**config.mk**
```make
export PLATFORM = sky130hd
export DESIGN_NAME = bit_and_logic_instr_exec
export DESIGN_NICKNAME = d
export VERILOG_FILES = /design/src/rtl/instr_exec_pkg.sv /design/src/rtl/alu_if.sv /design/src/rtl/bit_logic_alu.sv /design/src/rtl/bit_and_logic_instr_exec.sv
export SDC_FILE = /design/constraint.sdc
export NUM_CORES = 2
export LEC_CHECK = 0
export BUFFER_PORTS_ARGS = -buffer_cell sky130_fd_sc_hd__buf_2
export CAP_MARGIN = 0
export CELL_PAD_IN_SITES_DETAIL_PLACEMENT = 0
export CELL_PAD_IN_SITES_GLOBAL_PLACEMENT = 1
export CORE_MARGIN = 2
export CORE_UTILIZATION = 43
export DETAILED_ROUTE_END_ITERATION = 10
export PLACE_DENSITY = 0.81
export RECOVER_POWER = 100
export SLEW_MARGIN = 10
export SYNTH_ARGS = -nofsm -noshare
export SYNTH_HDL_FRONTEND = slang
export SYNTH_SLANG_ARGS = --single-unit
```
**constraint.sdc**
```tcl
create_clock -name clock -period 8.7 [get_ports clock]
set_input_delay 0 -clock clock [delete_from_list [all_inputs] [get_ports clock]]
set_output_delay 0 -clock clock [all_outputs]
set_load 0.02 [all_outputs]
```
**src/rtl/instr_exec_pkg.sv**
```systemverilog
package instr_exec_pkg;

    // Widths
    localparam int DATA_W  = 8;
    localparam int ADDR_W  = 7;
    localparam int INSTR_W = 14;
    localparam int PADDR_W = 12;

    // Instruction field positions
    localparam int GRP4_LSB = 10;
    localparam int GRP6_LSB = 8;
    localparam int BIT_MSB  = 9;
    localparam int BIT_LSB  = 7;
    localparam int F_MSB    = 6;
    localparam int DEST_POS = 7;
    localparam int K_MSB    = 7;

    // Opcode groups
    localparam logic [3:0] OPC_BIT_CLR   = 4'h4;
    localparam logic [3:0] OPC_BIT_SET   = 4'h5;
    localparam logic [3:0] OPC_SKIP_LOW  = 4'h6;
    localparam logic [3:0] OPC_SKIP_HIGH = 4'h7;
    localparam logic [5:0] OPC_REG_ADD   = 6'h07;
    localparam logic [5:0] OPC_REG_AND   = 6'h05;
    localparam logic [5:0] OPC_LIT_AND   = 6'h39;

    // Destination select values
    localparam logic DEST_ACC  = 1'b0;
    localparam logic DEST_FILE = 1'b1;

    // Register file locations of the pin port and its direction latch, and the reset values of the file
    localparam logic [ADDR_W-1:0] PORT_ADDR = 7'h06;
    localparam logic [ADDR_W-1:0] DIR_ADDR  = 7'h07;
    localparam logic [DATA_W-1:0] DIR_RESET = 8'hFF;
    localparam logic [DATA_W-1:0] FILE_RESET = 8'h00;

    // Bus map, byte addresses
    localparam logic [PADDR_W-1:0] OFS_CTRL      = 12'h000;
    localparam logic [PADDR_W-1:0] OFS_ACC       = 12'h004;
    localparam logic [PADDR_W-1:0] OFS_FLAGS     = 12'h008;
    localparam logic [PADDR_W-1:0] OFS_FILE_BASE = 12'h200;

    // Field positions in the control and flag words
    localparam int CTRL_RUN  = 0;
    localparam int FLAG_C    = 0;
    localparam int FLAG_NIBBLE = 1;
    localparam int FLAG_Z    = 2;
    localparam int FLAG_SKIP = 3;

    // Operations of the arithmetic unit
    typedef enum logic [2:0] {
        alu_pass,
        alu_add,
        alu_and,
        alu_clr,
        alu_set
    } alu_op_e;

endpackage : instr_exec_pkg

```
**src/rtl/alu_if.sv**
```systemverilog
interface alu_if;
    logic [7:0]              lhs;
    logic [7:0]              rhs;
    logic [2:0]              bit_sel;
    instr_exec_pkg::alu_op_e op;
    logic [7:0]              result;
    logic                    carry;
    logic                    nibble_overflow_bit;
    logic                    zero;
    logic                    bit_value;

    modport client (output lhs, rhs, bit_sel, op, input result, carry, nibble_overflow_bit, zero, bit_value);
    modport unit   (input lhs, rhs, bit_sel, op, output result, carry, nibble_overflow_bit, zero, bit_value);
endinterface : alu_if

```
**src/rtl/bit_logic_alu.sv**
```systemverilog
module bit_logic_alu (
    // Operands and results
    alu_if.unit u
);

    logic [8:0] full_sum;
    logic [4:0] low_sum;
    logic [7:0] bit_mask;

    // Wide sums keep the carries out of bit 7 and bit 3
    assign full_sum = {1'b0, u.lhs} + {1'b0, u.rhs};
    assign low_sum  = {1'b0, u.lhs[3:0]} + {1'b0, u.rhs[3:0]};
    assign bit_mask = 8'h01 << u.bit_sel;

    // Result select
    always_comb begin
        case (u.op)
            instr_exec_pkg::alu_add: u.result = full_sum[7:0];
            instr_exec_pkg::alu_and: u.result = u.lhs & u.rhs;
            instr_exec_pkg::alu_clr: u.result = u.rhs & ~bit_mask;
            instr_exec_pkg::alu_set: u.result = u.rhs | bit_mask;
            default:                 u.result = u.rhs;
        endcase
    end

    // Flag candidates; the caller decides which ones land
    assign u.carry               = full_sum[8];
    assign u.nibble_overflow_bit = low_sum[4];
    assign u.zero                = (u.result == 8'h00);
    assign u.bit_value           = u.rhs[u.bit_sel];

endmodule : bit_logic_alu

```
**src/rtl/bit_and_logic_instr_exec.sv**
```systemverilog
module bit_and_logic_instr_exec #(
    parameter int FILE_DEPTH = 128,
    parameter int PORT_WIDTH = 4
) (
    // Clock and reset
    input  wire logic                   clock,
    input  wire logic                   rstn,
    // APB slave
    input  wire logic                   psel,
    input  wire logic                   penable,
    input  wire logic                   pwrite,
    input  wire logic [11:0]            paddr,
    input  wire logic [31:0]            pwdata,
    output logic      [31:0]            prdata,
    output logic                        pready,
    output logic                        pslverr,
    // Instruction stream from fetch
    input  wire logic                   instr_valid,
    input  wire logic [13:0]            instr,
    // Core state
    output logic      [7:0]             acc,
    output logic                        carry,
    output logic                        nibble_overflow_bit,
    output logic                        zero,
    output logic                        skip_pending,
    output logic                        instr_discarded,
    // Pins
    input  wire logic [PORT_WIDTH-1:0]  port_in,
    output logic      [PORT_WIDTH-1:0]  port_out,
    output logic      [PORT_WIDTH-1:0]  port_oe_n
);

    localparam int DW = instr_exec_pkg::DATA_W;
    localparam int AW = instr_exec_pkg::ADDR_W;

    // Elaboration checks
    if (FILE_DEPTH > (1 << AW) || FILE_DEPTH <= int'(instr_exec_pkg::DIR_ADDR)) begin : g_bad_depth
        $error("FILE_DEPTH must hold the port and direction registers and fit 7 address bits");
    end
    if (PORT_WIDTH < 1 || PORT_WIDTH > DW) begin : g_bad_width
        $error("PORT_WIDTH must be 1 to 8");
    end

    logic [DW-1:0]         file_mem [FILE_DEPTH];
    logic [PORT_WIDTH-1:0] port_meta;
    logic [PORT_WIDTH-1:0] port_sync;
    logic                  run;

    alu_if alu_bus ();

    bit_logic_alu u_alu (
        .u (alu_bus.unit)
    );

    // Instruction fields
    wire [3:0]    grp4     = instr[instr_exec_pkg::INSTR_W-1:instr_exec_pkg::GRP4_LSB];
    wire [5:0]    grp6     = instr[instr_exec_pkg::INSTR_W-1:instr_exec_pkg::GRP6_LSB];
    wire [AW-1:0] f_addr   = instr[instr_exec_pkg::F_MSB:0];
    wire [2:0]    bit_sel  = instr[instr_exec_pkg::BIT_MSB:instr_exec_pkg::BIT_LSB];
    wire          dest     = instr[instr_exec_pkg::DEST_POS];
    wire [DW-1:0] literal  = instr[instr_exec_pkg::K_MSB:0];

    // Opcode decode
    wire is_clr       = (grp4 == instr_exec_pkg::OPC_BIT_CLR);
    wire is_set       = (grp4 == instr_exec_pkg::OPC_BIT_SET);
    wire is_skip_low  = (grp4 == instr_exec_pkg::OPC_SKIP_LOW);
    wire is_skip_high = (grp4 == instr_exec_pkg::OPC_SKIP_HIGH);
    wire is_add       = (grp6 == instr_exec_pkg::OPC_REG_ADD);
    wire is_and       = (grp6 == instr_exec_pkg::OPC_REG_AND);
    wire is_lit_and   = (grp6 == instr_exec_pkg::OPC_LIT_AND);

    // Issue control: a slot after a taken skip is spent as a NOP
    wire issue   = instr_valid & run;
    wire exec_ok = issue & ~skip_pending;
    wire discard = issue & skip_pending;

    // Operand fetch; unimplemented addresses read as zero
    wire          f_in_range = (32'(f_addr) < FILE_DEPTH);
    wire [DW-1:0] file_rd    = f_in_range ? file_mem[f_addr] : '0;
    wire [DW-1:0] pin_view   = DW'(port_sync);
    wire [DW-1:0] operand    = (f_addr == instr_exec_pkg::PORT_ADDR) ? pin_view : file_rd;

    // Arithmetic unit drive
    assign alu_bus.lhs     = acc;
    assign alu_bus.rhs     = is_lit_and ? literal : operand;
    assign alu_bus.bit_sel = bit_sel;
    assign alu_bus.op      = is_clr ? instr_exec_pkg::alu_clr :
                             is_set ? instr_exec_pkg::alu_set :
                             is_add ? instr_exec_pkg::alu_add :
                             (is_and | is_lit_and) ? instr_exec_pkg::alu_and :
                             instr_exec_pkg::alu_pass;

    // Destination steering
    wire reg_op     = is_add | is_and;
    wire exec_file  = exec_ok & f_in_range & (is_clr | is_set | (reg_op & dest == instr_exec_pkg::DEST_FILE));
    wire exec_acc   = exec_ok & (is_lit_and | (reg_op & dest == instr_exec_pkg::DEST_ACC));
    wire exec_cdc   = exec_ok & is_add;
    wire exec_zero  = exec_ok & (is_add | is_and | is_lit_and);
    wire take_skip  = exec_ok & ((is_skip_low & ~alu_bus.bit_value) | (is_skip_high & alu_bus.bit_value));

    // Bus decode
    wire          apb_access = psel & penable;
    wire          apb_done   = apb_access & pready;
    wire          aligned    = (paddr[1:0] == 2'b00);
    wire [AW-1:0] apb_idx    = paddr[AW+1:2];
    wire          hit_ctrl   = aligned & (paddr == instr_exec_pkg::OFS_CTRL);
    wire          hit_acc    = aligned & (paddr == instr_exec_pkg::OFS_ACC);
    wire          hit_flags  = aligned & (paddr == instr_exec_pkg::OFS_FLAGS);
    wire          hit_file   = aligned & (paddr >= instr_exec_pkg::OFS_FILE_BASE) &
                               (32'(paddr - instr_exec_pkg::OFS_FILE_BASE) < 4 * FILE_DEPTH);
    wire          mapped     = hit_ctrl | hit_acc | hit_flags | hit_file;
    // Core state is open to software writes only while halted, so no two writers race
    wire          apb_bad    = ~mapped | (pwrite & run & ~hit_ctrl);
    wire          apb_we     = apb_done & pwrite & ~apb_bad;

    // Read data select
    wire [31:0] flags_word = 32'({skip_pending, zero, nibble_overflow_bit, carry});
    wire [31:0] read_word  = hit_ctrl  ? 32'(run) :
                             hit_acc   ? 32'(acc) :
                             hit_flags ? flags_word :
                             hit_file  ? 32'(file_mem[apb_idx]) : 32'h0000_0000;

    // Pin synchroniser, two stages before any reader
    always_ff @(posedge clock or negedge rstn) begin
        if (!rstn) begin
            port_meta <= '0;
            port_sync <= '0;
        end else begin
            port_meta <= port_in;
            port_sync <= port_meta;
        end
    end

    // Register file, one process per entry
    for (genvar i = 0; i < FILE_DEPTH; i++) begin : g_file
        localparam logic [DW-1:0] RST_VAL = (i == int'(instr_exec_pkg::DIR_ADDR)) ?
                                            instr_exec_pkg::DIR_RESET : instr_exec_pkg::FILE_RESET;
        wire exec_hit = exec_file & (f_addr == AW'(i));
        wire apb_hit  = apb_we & hit_file & (apb_idx == AW'(i));
        always_ff @(posedge clock or negedge rstn) begin
            if (!rstn) begin
                file_mem[i] <= RST_VAL;
            end else if (exec_hit) begin
                file_mem[i] <= alu_bus.result;
            end else if (apb_hit) begin
                file_mem[i] <= pwdata[DW-1:0];
            end
        end
    end

    // Pin drive mirrors the latch; a direction bit of 1 leaves the pin undriven
    always_ff @(posedge clock or negedge rstn) begin
        if (!rstn) begin
            port_out  <= '0;
            port_oe_n <= '1;
        end else begin
            port_out  <= file_mem[instr_exec_pkg::PORT_ADDR][PORT_WIDTH-1:0];
            port_oe_n <= file_mem[instr_exec_pkg::DIR_ADDR][PORT_WIDTH-1:0];
        end
    end

    // Accumulator
    always_ff @(posedge clock or negedge rstn) begin
        if (!rstn) begin
            acc <= '0;
        end else if (exec_acc) begin
            acc <= alu_bus.result;
        end else if (apb_we & hit_acc) begin
            acc <= pwdata[DW-1:0];
        end
    end

    // Carry and nibble carry move only on add or on a bus write to the flag word
    always_ff @(posedge clock or negedge rstn) begin
        if (!rstn) begin
            carry               <= 1'b0;
            nibble_overflow_bit <= 1'b0;
        end else if (exec_cdc) begin
            carry               <= alu_bus.carry;
            nibble_overflow_bit <= alu_bus.nibble_overflow_bit;
        end else if (apb_we & hit_flags) begin
            carry               <= pwdata[instr_exec_pkg::FLAG_C];
            nibble_overflow_bit <= pwdata[instr_exec_pkg::FLAG_NIBBLE];
        end
    end

    // Zero flag; bit ops and tests never reach here
    always_ff @(posedge clock or negedge rstn) begin
        if (!rstn) begin
            zero <= 1'b0;
        end else if (exec_zero) begin
            zero <= alu_bus.zero;
        end else if (apb_we & hit_flags) begin
            zero <= pwdata[instr_exec_pkg::FLAG_Z];
        end
    end

    // Skip bookkeeping: the test costs one slot, the discarded one a second
    always_ff @(posedge clock or negedge rstn) begin
        if (!rstn) begin
            skip_pending    <= 1'b0;
            instr_discarded <= 1'b0;
        end else begin
            if (skip_pending) begin
                skip_pending <= ~discard;
            end else begin
                skip_pending <= take_skip;
            end
            instr_discarded <= discard;
        end
    end

    // Run control, writable at any time
    always_ff @(posedge clock or negedge rstn) begin
        if (!rstn) begin
            run <= 1'b0;
        end else if (apb_we & hit_ctrl) begin
            run <= pwdata[instr_exec_pkg::CTRL_RUN];
        end
    end

    // Bus answer: one wait state, data and error captured with ready
    always_ff @(posedge clock or negedge rstn) begin
        if (!rstn) begin
            pready  <= 1'b0;
            pslverr <= 1'b0;
            prdata  <= '0;
        end else begin
            pready  <= apb_access & ~pready;
            pslverr <= apb_access & ~pready & apb_bad;
            if (apb_access & ~pready) begin
                prdata <= pwrite ? 32'h0000_0000 : read_word;
            end
        end
    end

endmodule : bit_and_logic_instr_exec

```
**Yosys cells after proc, flatten, opt, wreduce, memory -nomap -nowiden**

Cells that the tools add are included.

- Bits of input ports: 68
- Output and inout port bits: 55
- Register bits after elaboration: 1088
- Word-level logic and storage cells: 1149

- Mux-type cells: 285
- Shift-type cells: 1
- Reduce and logical (&&, ||, !) cells: 136
- Equality and inequality tests: 267
- Magnitude comparators: 5
- Add/sub/neg operators: 3
- Bitwise logic cells: 310

Operator list:

| kind | number |
|---|---|
| $mux W8 | 269 |
| $eq A7 B7 Y1 const B | 128 |
| $eq A7 B6 Y1 const B | 64 |
| $and A1 B1 Y1 | 285 |
| $reduce_bool A2 Y1 | 131 |
| $eq A7 B5 Y1 const B | 32 |
| $bmux W8 S7 | 2 |
| $eq A7 B4 Y1 const B | 16 |
| $eq A7 B3 Y1 const B | 8 |
| $lt A32 B10 Y1 const B | 1 |
| $pmux W8 S4 | 1 |
| $eq A7 B2 Y1 const B | 4 |
| $and A8 B8 Y8 | 2 |
| $eq A4 B3 Y1 const B | 4 |
| $ge A8 B8 Y1 const B | 2 |
| $not A7 Y8 | 2 |
| $eq A7 B1 Y1 const B | 2 |
| $logic_not A7 Y1 | 2 |
| $sub A12 B10 Y13 const B | 1 |
| $eq A12 B3 Y1 const B | 1 |
| $eq A12 B4 Y1 const B | 1 |
| $eq A6 B3 Y1 const B | 2 |
| $ge A12 B10 Y1 const B | 1 |
| $logic_not A12 Y1 | 1 |
| 18 further kinds | 45 |

**Logic depth before layout (Yosys ltp)**

- Depth after elaboration: 13
- Mapped depth: 26
- Depth with buffers taken out: 17

**Modules after synthesis**

From an unflattened synthesis, not the netlist that was laid out.

- Cell total of the unflattened synthesis: 6674
- Area total of the unflattened synthesis: 65545.4 um^2

Modules (own cells, without submodules):

| module | area an instance (um^2) | cells each | instances |
|---|---|---|---|
| bit_and_logic_instr_exec | 64556.9 | 6540 | 1 |
| bit_logic_alu | 988.4 | 134 | 1 |

**Worst setup path after synthesis**

No wires, ideal clock.

- Path kind: input to register
- Start: input port instr[0]
- End: register zero
- Data required time: 8608 ps
- Stages on the path: 24
- Path buffers: 7
- Setup time: 92 ps
- Data arrival time: 4778 ps
- Slack: 3830 ps
- Cell sequence: buf_6 > buf_6 > buf_6 > buf_4 > buf_2 > buf_4 > mux2i_1 > a21oi_1 > a31oi_1 > a31oi_1 > a2111o_1 > nor2b_1 > ha_1 > fa_1 > a21o_1 > a21oi_1 > o21bai_1 > a21oi_1 > xnor2_1 > a222oi_1 > buf_4 > nand2_1 > or4_1 > o31ai_2

- Cells in the longest elaborated chain, start to end: 10
- Elaborated cells on any way between the ends: 14
- Classes of those cells: add/sub (1); eq/ne (1); mux (7); bitwise (4); reduce/logical (1)

Ends and longest elaborated chain:

| item | RTL line | RTL |
|---|---|---|
| from (decl) | bit_and_logic_instr_exec.sv:19 | `input wire logic [13:0] instr,` |
| $not A7 Y8 (implied by the code) | bit_and_logic_instr_exec.sv:79 | `wire [DW-1:0] file_rd = f_in_range ? file_mem[f_addr] : '0;` |
| $bmux W8 S7 | bit_and_logic_instr_exec.sv:79 |  |
| $mux W8 (implied by the code) (2 in a row) | bit_and_logic_instr_exec.sv:79 |  |
| $mux W8 | bit_and_logic_instr_exec.sv:81 | `wire [DW-1:0] operand = (f_addr == instr_exec_pkg::PORT_ADDR) ? pin_view : file_rd;` |
| $mux W8 * | bit_and_logic_instr_exec.sv:85 | `assign alu_bus.rhs = is_lit_and ? literal : operand;` |
| $add A8 B8 Y9, or another cell as far along | bit_logic_alu.sv:11 | `assign full_sum = {1'b0, u.lhs} + {1'b0, u.rhs};` |
| $pmux W8 S4 * | bit_logic_alu.sv:17 | `case (u.op)` |
| $logic_not A8 Y1 * | bit_logic_alu.sv:29 | `assign u.zero = (u.result == 8'h00);` |
| $mux W1 * | bit_and_logic_instr_exec.sv:191 | `end else if (exec_zero) begin` |
| to (signal assigned) | bit_and_logic_instr_exec.sv:192 | `zero <= alu_bus.zero;` |
| to (signal assigned) | bit_and_logic_instr_exec.sv:194 | `zero <= pwdata[instr_exec_pkg::FLAG_Z];` |
| to (decl) | bit_and_logic_instr_exec.sv:24 | `output logic zero,` |

Mark *: on every way between the ends. The rest lies on a longest branch, timed or not. The select of a mux whose other input is x is not followed.
A chain may end at the register's enable or synchronous reset.

**Worst setup path in the final report**

- Start: register file_mem[0] (netlist name)
- End: register file_mem[208] (netlist name)

- Cells in the longest elaborated chain, start to end: 8
- Elaborated cells on any way between the ends: 11
- Classes of those cells: add/sub (1); mux (7); bitwise (3)

Ends and longest elaborated chain:

| item | RTL line | RTL |
|---|---|---|
| from (decl) | bit_and_logic_instr_exec.sv:44 | `logic [DW-1:0] file_mem [FILE_DEPTH];` |
| from (signal, indexed assignment) | bit_and_logic_instr_exec.sv:144 | `file_mem[i] <= alu_bus.result;` |
| from (signal, indexed assignment) | bit_and_logic_instr_exec.sv:146 | `file_mem[i] <= pwdata[DW-1:0];` |
| $bmux W8 S7 * | bit_and_logic_instr_exec.sv:79 |  |
| $mux W8 (implied by the code) * (2 in a row) | bit_and_logic_instr_exec.sv:79 |  |
| $mux W8 * | bit_and_logic_instr_exec.sv:81 |  |
| $mux W8 * | bit_and_logic_instr_exec.sv:85 |  |
| $add A8 B8 Y9, or another cell as far along | bit_logic_alu.sv:11 |  |
| $pmux W8 S4 * | bit_logic_alu.sv:17 |  |
| $mux W8 * | bit_and_logic_instr_exec.sv:143 | `end else if (exec_hit) begin` |

Marked as above.

==> out/results.ini <==
[worst_setup_path]
ff2ff_path_depth=11
path_max_fanout=123
timing.rr.start=file_mem[0]$_DFFE_PN0P_
reg2reg_to=file_mem[208]$_DFFE_PN0P_
critPathKind=register to register
ff2ff_setup_slack_ns=0.91
worstPathArrival_ns=8.29
critPathLaunchType=register
crit_end=file_mem[208]$_DFFE_PN0P_
cp.required_ns=9.20
crit_start=file_mem[0]$_DFFE_PN0P_
endpoint_kind=register

[timing]
finalClockSkew_ns=0.0430
slew_headroom=-2.59
rsz0062_at_grt=no
timing.setup.tns_ns=0
period_share=0.896
fin_crit_ns=7.79
max_freq_ghz=0.128
worstMarginPinSlew_ns=5.38
maxSlewViolCount=1270
setup_viol=0
hold_viol=0
fin_ws_ns=0.907

[placed_design]
hpwl_um=185000
gp_congestion=1.04
dpl_cell_area_mm2=0.0677
pre_cts_slack_ns=1.86
port_buffers=74

[global_routing]
use_met1=0.460
antenna_found_initial=21
grt_pass1_wl_um=401000
grt_overflow=0
grt_max_degree=174
use_met2=0.496
grt.total_usage=0.354
busiest_layer=met2
grt_pass1_vias=53300
gr-usage-met3=0.138

[synthesis]
synth_top_area_share=0.402
synth_cell_type_count=82
yosysWarnings=0
synth_ff_type=dfrtp_1
synth_top_cell_by_area=dfrtp_1
synth.area.mux_share=0.320
synth-compound-area-share=0.146
synth-simple-area-share=0.0833
synth_cells=5948
synthXorXnorAreaFrac=0.000668
synth_seq_area_share=0.406
synth_area_mm2=0.0655
synth_edf_count=0
syn_avg_cell_area_um2=11.0
async_flop_share=1.00
synth-adder-area-share=0.00256
synth_area_leaders=dfrtp_1 40%, mux4_2 19%, mux2i_1 12%, o21ai_0 4.2%, a22oi_1 3.4%
synth_top_family_by_area=multiplexers
ys_seq_elements=1064

[floorplan]
pin_count=123
start_util=0.432
core_area_mm2=0.152
die_h_um=394
die_w_um=394
die_area_mm2=0.156
placementRows=143

[status]
violations=max-capacitance violations, max-slew violations
outcome=finished, violations left

[power]
p_sw_frac=0.283
clock_power_share=0.466
p_switching_uw=3260
p_int_uw=8250
pwr-share-seq=0.431
power_density_mw_per_mm2=160
power_leakage_uw=0.0295
power_uw=11500
vdd.ir_drop.worst_v=0.000169
power_frac_comb=0.103

[clock_network]
clock_path_buffers=3
cts_htree_levels=3
clkTransAtPathRegs_ns=0.06
clock-sinks=1064
cts_tree=yes
root_buffer=clkbuf_16
post_cts_resized=0
clk_latency_ns=0.82
cts_inserted_buffers=119

[cells_and_area]
final_layout_size_suffix_gt1_frac=0.179
area_delta_synth_final_pct=9.68
nNetsFinal=5859
design_area_mm2=0.0719

[drt]
drtIter0Drc=8512
routedWlPerCell_um=35.4
drt_pass1_iterations=7
postRouteAntennaNets=0
drc=0
routed_wl_um=280000
vias=56000
detail_route.vias_per_cell=7.07

[flow_run]
max_cap_violations=22

[worst_hold_path]
hp-class=primary input to register

layout by cell type (no fill, tap or decap), types with 20 or more instances in the layout:
cell	Yosys	final
clkbuf_16	0	122
nor2b_1	69	64
dfrtp_1	1052	1052
nand2_1	501	501
nor3_1	33	29
inv_1	29	29
buf_2	72	26
and3_1	27	27
nor2_1	502	494
a221o_1	57	56
mux4_2	553	553
a21oi_1	398	398
o22ai_1	81	81
clkbuf_1	399	82
o21ai_0	550	551
mux2_2	68	68
a221oi_1	21	20
buf_4	43	126
clkbuf_8	0	36
clkinv_2	0	26
conb_1	1	24
dlygate4sd3_1	0	40
a22oi_1	294	294
mux2i_1	773	773
a211oi_1	54	54
nand3_1	52	52
synthesized netlist by cell type, types with 5 or more instances:
library cell and count:
mux2_2 68, a211oi_1 54, buf_4 43, clkbuf_1 399, nand3_1 52, a221o_1 57, nor2_2 6, a21oi_1 398
nand4_1 6, mux2i_1 773, a22o_1 16, inv_1 29, a31oi_1 14, nor3_1 33, ha_1 11, buf_6 8
nor2b_1 69, o22ai_1 81, dfstp_2 12, buf_1 66, a32o_1 5, and2_1 15, mux4_2 553, dfrtp_1 1052
o221ai_1 9, nor2_1 502, o21ai_0 550, o211ai_1 5, a221oi_1 21, o31ai_1 10, a32oi_1 5, nor3b_1 5
nand3b_1 7, or3_1 7, and3_1 27, or2_2 6, nand2_1 501, buf_2 72, nor4_1 9, nand2b_1 19
a22oi_1 294
power by group through the flow:
stage	combinational [uW]	clock, uW	sequential [uW]
finish	1180	5370	4960
global route	1180	5570	4950
CTS	1150	5370	4960
detailed placement	1130	0	5050
global placement	1130	0	5050
floorplan	588	0	5050
stage by stage:
stage | util | instances | hold WS, ns
6_report | 0.474 | 7920 | 0.0169
5_1_grt | 0.474 | 7913 | 0.0360
4_1_cts | 0.476 | 7911 | 0.0208
3_5_place_dp | 0.446 | 7647 | 0.111
3_3_place_gp | 0.446 | 7647 | 0.113
2_1_floorplan | - | 5971 | -0.296
worst max-delay path, cell delays in order (launching register included):
cell and delay (ns):
dfrtp_1 0.40, mux4_2 0.50, mux2i_1 0.85, o22a_1 0.25, a31oi_1 0.24, a2111o_1 0.58, nor2b_1 0.18, ha_1 0.26
a22o_1 0.21, a21oi_1 0.74, clkbuf_2 2.63, o21ai_0 0.50
sequential cells by signal, summed over array words and instances (netlist names), 4 cells and up:
register,count
prdata,8
port_sync,4
port_out,4
acc,8
port_oe_n,4
file_mem,1024
port_meta,4
cell type report:
| type | instances | area (um^2) |
|---|---|---|
| clock inverters | 45 | 458 |
| clock buffers | 178 | 3620 |
| diodes | 9 | 22.5 |
| repair buffers | 279 | 2090 |
| inverters | 31 | 116 |
| flip-flops and latches | 1064 | 26600 |
| multi-input cells | 4284 | 36400 |
| fillers | 13900 | 79800 |
| well taps | 2030 | 2540 |
worst min-delay path by stage:
stage,start,end,slack [ns],cells after the start
after floorplan,rstn,acc[0]$_DFFE_PN0P_,-0.30,0
after global placement,port_in[3],port_meta[3]$_DFF_PN0_,0.11,1
after detailed placement,rstn,file_mem[897]$_DFFE_PN0P_,0.11,1
after CTS,instr_valid,instr_discarded$_DFF_PN0_,0.02,3
after global routing,instr_valid,instr_discarded$_DFF_PN0_,0.04,3
final,instr_valid,instr_discarded$_DFF_PN0_,0.02,3
per-layer routing:
layer	wire length, um	share of wire	vias to the layer above
met2	116000	0.41	4428
met3	40800	0.15	1032
met5	339	0.0012	-
met4	22100	0.079	24
li1	-	-	22200
met1	101000	0.36	28300
cell families (layout without fill, tap and decap cells):
kind of cell	after synthesis	after routing
compound gates	1566	1566
mux	1394	1394
simple gates	1282	1282
flops	1064	1064
buf+inv	623	533
fa+ha+maj	13	13
xor+xnor	5	5
other cells	1	33
what timing repair did:
action | in CTS | in global routing
setup buffers | 0 | 0
hold buffers | 41 | 0
endpoints found under the setup margin | 0 | 0
endpoints found under the hold margin | 421 | 0
No activity file was read; power rests on OpenSTA's default activity.
